File: src/logic/pgd_map.svh
`ifndef PGD_MAP_SVH
`define PGD_MAP_SVH
// host io ports
`define PGD_PORT_INDEX    16'h03ce
`define PGD_PORT_DATA     16'h03cf
// indexed register numbers
`define PGD_IDX_FILL      4'h0
`define PGD_IDX_FILL_EN   4'h1
`define PGD_IDX_MATCH     4'h2
`define PGD_IDX_LOGIC     4'h3
`define PGD_IDX_RDPLANE   4'h4
`define PGD_IDX_MODE      4'h5
`define PGD_IDX_MISC      4'h6
`define PGD_IDX_IGNORE    4'h7
`define PGD_IDX_MASK      4'h8
// field positions
`define PGD_ROT_LSB       0
`define PGD_LOP_LSB       3
`define PGD_WT_LSB        0
`define PGD_RT_BIT        3
`define PGD_PAIR_BIT      4
`define PGD_SHF_LSB       5
`define PGD_GSEL_BIT      0
`define PGD_CHAIN_BIT     1
`define PGD_WIN_LSB       2
// reset values (documented as undefined, cleared here)
`define PGD_RST_BYTE      8'h00
`endif

File: src/logic/pgd_pkg.sv
`default_nettype none
package pgd_pkg;
  typedef enum logic [1:0] {WT_MODE0, WT_MODE1, WT_MODE2, WT_MODE3} pgd_wmode_type;
  typedef enum logic [1:0] {LOP_PASS, LOP_AND, LOP_OR, LOP_XOR} pgd_lop_type;
  typedef enum logic [1:0] {WIN_128K_A, WIN_128K_A2, WIN_32K_B0, WIN_32K_B8} pgd_win_type;
  typedef enum logic {ST_IDLE, ST_READ_DONE} pgd_state_type;
  // host io cycle
  typedef struct packed {
    logic        wr;
    logic        rd;
    logic [15:0] addr;
    logic [7:0]  wdata;
  } pgd_io_type;
  // host display memory cycle
  typedef struct packed {
    logic        wr;
    logic        rd;
    logic [1:0]  addr_lo;
    logic        chain4;
    logic [3:0]  plane_we;
    logic [7:0]  wdata;
  } pgd_mem_type;
  // all module state
  typedef struct packed {
    logic [3:0]    index;
    logic [3:0]    fill;
    logic [3:0]    fill_en;
    logic [3:0]    match;
    logic [7:0]    logic_rot;
    logic [1:0]    rd_plane;
    logic [6:0]    mode;
    logic [3:0]    misc;
    logic [3:0]    ignore;
    logic [7:0]    mask;
    logic [31:0]   latch;
    logic [7:0]    io_rdata;
    logic [7:0]    mem_rdata;
    logic [31:0]   wr_data;
    logic [3:0]    wr_en;
    logic          wr_stb;
    pgd_state_type state;
  } pgd_state_s_type;
endpackage
`default_nettype wire

File: src/logic/pgd_datapath.sv
// How it works
// - index port low four bits choose which register the data port reaches
// - fill value gives one bit per plane replacing host data in mode 0
// - fill enable selects substitution in mode 0, ignored in mode 3
// - read mode 1 returns eight match bits comparing pixel colours to match value
// - ignore-planes bits drop planes from the colour comparison
// - logic op 00 pass, 01 and, 10 or, 11 xor with latches
// - rotate host data right by count before logic operation, except in mode 2, which takes host bits unrotated
// - read plane select picks returned plane byte; every read loads all four latches
// - shift format 1x 256-colour, 01 packed pixel, 00 normal planes
// - packed streams interleave even or odd bits of plane pairs
// - pairing and chaining bits stored and read back only
// - read type bit picks plane byte or compare result
// - write type field encodes modes 0 to 3 directly
// - mode 0 writes rotated data or fill, then logic op and mask
// - mode 1 writes latches unchanged; host loads latches first by reading
// - mode 2 uses host bits 3-0 as colour under bit mask
// - mode 3 writes fill bits, rotated data and mask form the mask
// - window field decodes 128K at A0000h, 32K at B0000h or B8000h
// - graphics select bit mirrors attribute mode control bit
// - bit mask keeps latch bits where zero, all planes, all writes
// - unused upper register bits read as zero
// - registers change only by host writes, never by drawing
// - chained reads use host address bits instead of plane select
`timescale 1ns/1ns
`default_nettype none
`include "pgd_map.svh"
module pgd_datapath (
  input  wire logic           i_ref_clk,
  input  wire logic           i_nrst,
  input  wire pgd_pkg::pgd_io_type  i_io,
  input  wire pgd_pkg::pgd_mem_type i_mem,
  input  wire logic [31:0]    i_plane_rdata,
  output logic [7:0]          o_io_rdata,
  output logic [7:0]          o_mem_rdata,
  output logic [31:0]         o_plane_wdata,
  output logic [3:0]          o_plane_we,
  output logic                o_plane_wr,
  output logic                o_mem_rvalid,
  output logic [19:0]         o_win_base,
  output logic [19:0]         o_win_limit,
  output logic                o_graphics_select,
  output logic [1:0]          o_shift_format,
  output logic [31:0]         o_packed_pixel_streams
);
  import pgd_pkg::*;

  pgd_state_s_type state_reg;
  pgd_state_s_type state_next;

  // rotate a byte right by n
  function automatic logic [7:0] rot_right(input logic [7:0] d, input logic [2:0] n);
    logic [15:0] dd;
    dd = {d, d} >> n;
    return dd[7:0];
  endfunction

  // read-back value of an indexed register, unused bits zero
  function automatic logic [7:0] reg_read(input pgd_state_s_type s, input logic [3:0] idx);
    logic [7:0] r;
    r = 8'h00;
    case (idx)
      `PGD_IDX_FILL:    r = {4'h0, s.fill};
      `PGD_IDX_FILL_EN: r = {4'h0, s.fill_en};
      `PGD_IDX_MATCH:   r = {4'h0, s.match};
      `PGD_IDX_LOGIC:   r = {3'h0, s.logic_rot[4:0]};
      `PGD_IDX_RDPLANE: r = {6'h00, s.rd_plane};
      `PGD_IDX_MODE:    r = {1'b0, s.mode[6:3], 1'b0, s.mode[1:0]};
      `PGD_IDX_MISC:    r = {4'h0, s.misc};
      `PGD_IDX_IGNORE:  r = {4'h0, s.ignore};
      `PGD_IDX_MASK:    r = s.mask;
      default:          r = 8'h00;
    endcase
    return r;
  endfunction

  logic [2:0]    rot_cnt;
  pgd_lop_type   lop;
  pgd_wmode_type wmode;
  logic [7:0]    host_rot;
  logic [7:0]    cmp_res;
  logic [7:0]    pl_byte [4];
  logic [7:0]    lt_byte [4];
  logic [7:0]    sel_byte [4];
  logic [7:0]    alu_byte [4];
  logic [7:0]    eff_mask;
  logic [1:0]    rd_sel;

  assign rot_cnt  = state_reg.logic_rot[`PGD_ROT_LSB +: 3];
  assign lop      = pgd_lop_type'(state_reg.logic_rot[`PGD_LOP_LSB +: 2]);
  assign wmode    = pgd_wmode_type'(state_reg.mode[`PGD_WT_LSB +: 2]);
  assign host_rot = rot_right(i_mem.wdata, rot_cnt);
  // mode 3 derives its mask from rotated host data
  assign eff_mask = (wmode == WT_MODE3) ? (host_rot & state_reg.mask) : state_reg.mask;
  // chained reads use host address, else plane select
  assign rd_sel   = i_mem.chain4 ? i_mem.addr_lo : state_reg.rd_plane;

  // per plane write data path
  genvar p;
  generate
    for (p = 0; p < 4; p = p + 1) begin : g_plane
      assign pl_byte[p] = i_plane_rdata[8*p +: 8];
      assign lt_byte[p] = state_reg.latch[8*p +: 8];
      always_comb begin
        // source byte before logic op
        case (wmode)
          WT_MODE0: sel_byte[p] = (state_reg.fill_en[p]) ? {8{state_reg.fill[p]}} : host_rot;
          WT_MODE2: sel_byte[p] = {8{i_mem.wdata[p]}};
          WT_MODE3: sel_byte[p] = {8{state_reg.fill[p]}};
          default:  sel_byte[p] = lt_byte[p];
        endcase
        // logic operation with latch
        case (lop)
          LOP_AND: alu_byte[p] = sel_byte[p] & lt_byte[p];
          LOP_OR:  alu_byte[p] = sel_byte[p] | lt_byte[p];
          LOP_XOR: alu_byte[p] = sel_byte[p] ^ lt_byte[p];
          default: alu_byte[p] = sel_byte[p];
        endcase
      end
    end
  endgenerate

  // colour compare over the eight pixels of the addressed byte
  genvar b;
  generate
    for (b = 0; b < 8; b = b + 1) begin : g_cmp
      assign cmp_res[b] = &(~({pl_byte[3][b], pl_byte[2][b], pl_byte[1][b], pl_byte[0][b]}
                              ^ state_reg.match) | state_reg.ignore);
    end
  endgenerate

  // next state
  always_comb begin
    logic [31:0] wd;
    logic [3:0]  ix;
    wd = 32'h0;
    ix = state_reg.index;
    state_next = state_reg;
    state_next.wr_stb = 1'b0;
    state_next.state  = ST_IDLE;
    // host io writes are the only register updates
    if (i_io.wr && i_io.addr == `PGD_PORT_INDEX) begin
      state_next.index = i_io.wdata[3:0];
    end else if (i_io.wr && i_io.addr == `PGD_PORT_DATA) begin
      case (ix)
        `PGD_IDX_FILL:    state_next.fill      = i_io.wdata[3:0];
        `PGD_IDX_FILL_EN: state_next.fill_en   = i_io.wdata[3:0];
        `PGD_IDX_MATCH:   state_next.match     = i_io.wdata[3:0];
        `PGD_IDX_LOGIC:   state_next.logic_rot = {3'h0, i_io.wdata[4:0]};
        `PGD_IDX_RDPLANE: state_next.rd_plane  = i_io.wdata[1:0];
        `PGD_IDX_MODE:    state_next.mode      = i_io.wdata[6:0];
        `PGD_IDX_MISC:    state_next.misc      = i_io.wdata[3:0];
        `PGD_IDX_IGNORE:  state_next.ignore    = i_io.wdata[3:0];
        `PGD_IDX_MASK:    state_next.mask      = i_io.wdata;
        default:          state_next.index     = state_reg.index;
      endcase
    end
    // io read data
    if (i_io.rd && i_io.addr == `PGD_PORT_INDEX) begin
      state_next.io_rdata = {4'h0, state_reg.index};
    end else if (i_io.rd && i_io.addr == `PGD_PORT_DATA) begin
      state_next.io_rdata = reg_read(state_reg, ix);
    end
    // memory read: latch all planes, return plane byte or compare
    if (i_mem.rd) begin
      state_next.latch = i_plane_rdata;
      state_next.state = ST_READ_DONE;
      state_next.mem_rdata = state_reg.mode[`PGD_RT_BIT] ? cmp_res : pl_byte[rd_sel];
    end else if (i_mem.wr) begin
      // mask merges new data with latches; mode 1 writes the latches as they are
      for (int k = 0; k < 4; k++) begin
        if (wmode == WT_MODE1) begin
          wd[8*k +: 8] = lt_byte[k];
        end else begin
          wd[8*k +: 8] = (alu_byte[k] & eff_mask) | (lt_byte[k] & ~eff_mask);
        end
      end
      state_next.wr_data = wd;
      state_next.wr_en   = i_mem.plane_we;
      state_next.wr_stb  = 1'b1;
    end
  end

  // state register
  always_ff @(posedge i_ref_clk or negedge i_nrst) begin
    if (!i_nrst) begin
      state_reg <= '0;
    end else begin
      state_reg <= state_next;
    end
  end

  // memory window decode
  always_comb begin
    case (pgd_win_type'(state_reg.misc[`PGD_WIN_LSB +: 2]))
      WIN_32K_B0: begin
        o_win_base  = 20'hb0000;
        o_win_limit = 20'hb7fff;
      end
      WIN_32K_B8: begin
        o_win_base  = 20'hb8000;
        o_win_limit = 20'hbffff;
      end
      default: begin
        o_win_base  = 20'ha0000;
        o_win_limit = 20'hbffff;
      end
    endcase
  end

  // serializer load formats
  always_comb begin
    o_shift_format = state_reg.mode[`PGD_SHF_LSB +: 2];
    if (o_shift_format == 2'b01) begin
      for (int s = 0; s < 4; s++) begin
        for (int j = 0; j < 4; j++) begin
          // hi plane bits first, then lo plane
          o_packed_pixel_streams[8*s + j]     =
            state_reg.latch[8*((s/2)*2+1) + 2*j + (s%2)];
          o_packed_pixel_streams[8*s + 4 + j] =
            state_reg.latch[8*((s/2)*2) + 2*j + (s%2)];
        end
      end
    end else begin
      o_packed_pixel_streams = state_reg.latch;
    end
  end

  assign o_io_rdata        = state_reg.io_rdata;
  assign o_mem_rdata       = state_reg.mem_rdata;
  assign o_mem_rvalid      = (state_reg.state == ST_READ_DONE);
  assign o_plane_wdata     = state_reg.wr_data;
  assign o_plane_we        = state_reg.wr_stb ? state_reg.wr_en : 4'h0;
  assign o_plane_wr        = state_reg.wr_stb;
  assign o_graphics_select = state_reg.misc[`PGD_GSEL_BIT];
endmodule
`default_nettype wire

File: config.mk
export PLATFORM = sky130hd
export DESIGN_NAME = pgd_datapath
export DESIGN_NICKNAME = d
export VERILOG_FILES = /design/src/logic/pgd_pkg.sv /design/src/logic/pgd_datapath.sv
export VERILOG_INCLUDE_DIRS = /design/src /design/src/logic
export SDC_FILE = /design/constraint.sdc
export NUM_CORES = 1
export LEC_CHECK = 0
export BUFFER_PORTS_ARGS = -buffer_cell sky130_fd_sc_hd__buf_4
export CORE_MARGIN = 2
export CORE_UTILIZATION = 50
export CTS_CLUSTER_SIZE = 40
export DETAILED_ROUTE_END_ITERATION = 8
export GPL_TIMING_DRIVEN = 0
export PLACE_DENSITY = 0.8
export SYNTH_ARGS = -nofsm -noshare
export SYNTH_HDL_FRONTEND = slang
export SYNTH_SLANG_ARGS = --single-unit
File: constraint.sdc
create_clock -name i_ref_clk -period 2.5 [get_ports i_ref_clk]
set_input_delay 0.25 -clock i_ref_clk [delete_from_list [all_inputs] [get_ports i_ref_clk]]
set_output_delay 0.25 -clock i_ref_clk [all_outputs]
set_load 0.02 [all_outputs]
==> metrics.yaml <==
synth_top_cell_by_area: "dfrtp_1"
slowest_delay_ps: 500
path_class: "reg2reg"
setup_viol: 32
routed_wl_um: 38600
pin_count: 206
worst_slack_ps: -523
cts_buffers: 17
max_freq_ghz: 0.331
whs_path_depth: 3
ys_ff_latch: 131
placed_area_mm2: 0.0125
die-width_um: 150
syn_to_final_growth_pct: 29.2
drive_above_1_share_pct: 38.5
clk_latency_ps: 440
diodes: 0
clk_pin_slew_worst_paths_ps: 60
ir_worst_vdd_v: 0.000477
grt_pass1_wl_um: 57300
synth_warnings: 0
antenna_found_initial: 0
power_frac_seq_pct: 36.8
ys.flop_type: "dfrtp_1"
netlist.area_leader.share_pct: 30.7
critical_path_cell_count: 11
tightestPinTransition_ps: 975
final-hold-violation-count: 0
internal-power_mw: 4.66
syn_inst: 1181
critPathBufInv: 1
yosysSeqAreaShare_pct: 30.7
power_frac_clock_pct: 39.2
layout_min_cycle_time_ps: 3020
holdCritPathClass: "in2reg"
die_y_um: 150
status: "complete, but fails checks"
io_buffers: 166
syn_area_mm2: 0.0107
remaining_drc_errors: 0
ant_nets: 0
cp.arrival_ps: 3320
reg2reg_depth: 11
critPathTopFamily: "multiplexers"
p_sw_mw: 2.13
die_area_mm2: 0.0226
slowest_stage: "mux4_2"
initial_core_util_pct: 50.9
cp-end-kind: "register"
ctsLongestPathBuffers: 2
routed-via-count: 10953
drv_cap: 0
synth-edff-count: 0
period_share_pct: 121
combPwrFrac_pct: 24.0
syn_area_per_cell_um2: 9.06
violations: "negative setup slack"
synth.area.top_cells: "dfrtp_1 31%, mux2_2 10%, buf_4 6.1%"
first_iter_violations: 1434
numClockSinks: 131
total_power_mw: 6.79
layout_commonest_cell: "buf_4"
grt_max_degree: 100
switching_share_pct: 31.3
hpwlAfterDp_um: 27500
cp_max_fo: 5
grt_pass1_vias: 10119
post_drt_wl_per_cell_um: 22.5
via_per_inst: 6.39
ys_types: 72
whs_ps: 4.10
grt_usage_pct: 33.5
core-area_mm2: 0.0210
rsz0062_at_grt: "yes"
fin_skew_ps: 9.18
worst_ep_required_time_ps: 2790
cellLeakagePower_nw: 6.06
layout_common_cells: "274 x buf_4, 131 x dfrtp_1, 94 x nand2_1"
async_reset_ff_share_pct: 100
dr.pass1.iters: 6
slew_violations: 0
cts_tree: "built"
path_cells: "buf_6 -> mux4_2 -> mux2_4 -> or3b_4 -> nor3b_4 -> ha_4 -> nor2b_4 -> o21ai_2 -> o21ai_1 -> o211ai_1 -> o31ai_1"
slew_headroom_pct: 33.1
gp_congestion: 0.970
overflow: 0
cts_root_buffer: "clkbuf_16"
final_area_mm2: 0.0138
powerDensity_mw_per_mm2: 491
largest_reg_flops: 41
cp-start-kind: "register"
cts.htree.levels: 4
num_rows: 53
layout.nets: 1537
==> cells in the mapped netlist (7+ instances only) <==
cell type and instances:
a31oi_1 7, a2bb2oi_1 11, ha_1 32, mux2_2 95
o311ai_1 10, o2111ai_1 10, o211ai_1 16, a21o_1 27
o22ai_1 17, o21ai_0 97, and2_1 14, nand2_1 96
o21a_1 11, nor3_1 17, buf_4 87, nand3b_1 7
mux4_2 22, xnor2_1 32, nor2_1 50, nand3_1 17
dfrtp_1 131, inv_1 21, clkbuf_1 66, buf_1 15
nor2b_1 33, and3_1 8, nand2b_1 10, a21oi_1 101
mux2i_1 26
==> worst reg2reg max path, delay by kind of cell (launching register included) <==
family	cells	cell delay, ps
muxes	2	820
buffers and inverters	1	130
DFF	1	360
adders and majority gates	1	160
and+or+nand+nor	3	680
AOI/OAI and AO/OA	4	750
==> worst paths after layout <==
path                              start                 to  slack (ps)
max in group asynchronous        i_nrst        lt_byte[18]        1420
min reg2reg                state_reg[4]       state_reg[4]         480
max                          rot_cnt[0]  o_plane_wdata[30]        -520
min                           i_mem[10]       state_reg[4]           4
max reg2reg                  rot_cnt[0]  o_plane_wdata[30]        -520
min in group asynchronous        i_nrst  o_plane_wdata[20]         270
==> stage by stage <==
step	std cells	util [%]	setup slack [ps]	TNS, ps
final	1715	65.8	-523	-11520
after global routing	1715	65.8	-634	-15060
after CTS	1709	63.9	-491	-9890
after detailed placement	1658	59.4	-879	-16290
after global placement	1657	59.3	-822	-15130
after floorplan	1216	-	-170	-578
==> final cells by class <==
type                    instances  area (µm²)
multi-input cells             889        6980
fillers                      1700        7200
clock inverters                13         175
well taps                     275         344
repair buffers                193        1500
plain buffers                 175        1040
flip-flops and latches        131        3280
inverters                      21        78.8
clock buffers                  18         429
==> power groups by stage <==
stage	sequential [mW]	clock, mW	combinational (mW)
2_1_floorplan	2.42	0	0.962
3_3_place_gp	2.51	0	1.47
3_5_place_dp	2.52	0	1.51
4_1_cts	2.48	2.66	1.56
5_1_grt	2.51	2.75	1.74
6_report	2.50	2.66	1.63
==> logic make-up (layout without fill, tap and decap cells) <==
kind of cell / after synthesis / count (layout) / synth area share, %
AND/OR/NAND/NOR: 273 / 273 / 12.9
other: 2 / 37 / 0.0702
adder cells (fa/ha/maj): 32 / 32 / 3.74
AO/OA/AOI/OAI: 367 / 367 / 22.1
buffers and inverters: 196 / 420 / 10.1
flip-flops: 131 / 131 / 30.7
multiplexers: 148 / 148 / 17.7
XOR/XNOR: 32 / 32 / 2.62
==> per-layer routing <==
layer / wire (µm) / share of wire, % / GRT usage, % / vias to the layer above
li1: - / - / - / 4734
met3: 4890 / 13 / 7.36 / 151
met5: 0 / 0 / 0 / -
met1: 14500 / 37 / 44.7 / 5206
met2: 17600 / 45 / 52.5 / 862
met4: 1690 / 4.4 / 14.8 / 0
==> what timing repair did <==
action / in CTS / in global routing
endpoints found under the hold margin: 33 / 0
endpoints found under the setup margin: 52 / 52
pin swaps: 35 / 71
hold buffers: 2 / 0
resized for setup: 87 / 97
setup buffers: 18 / 8
Power figures use the tool's default switching activity.
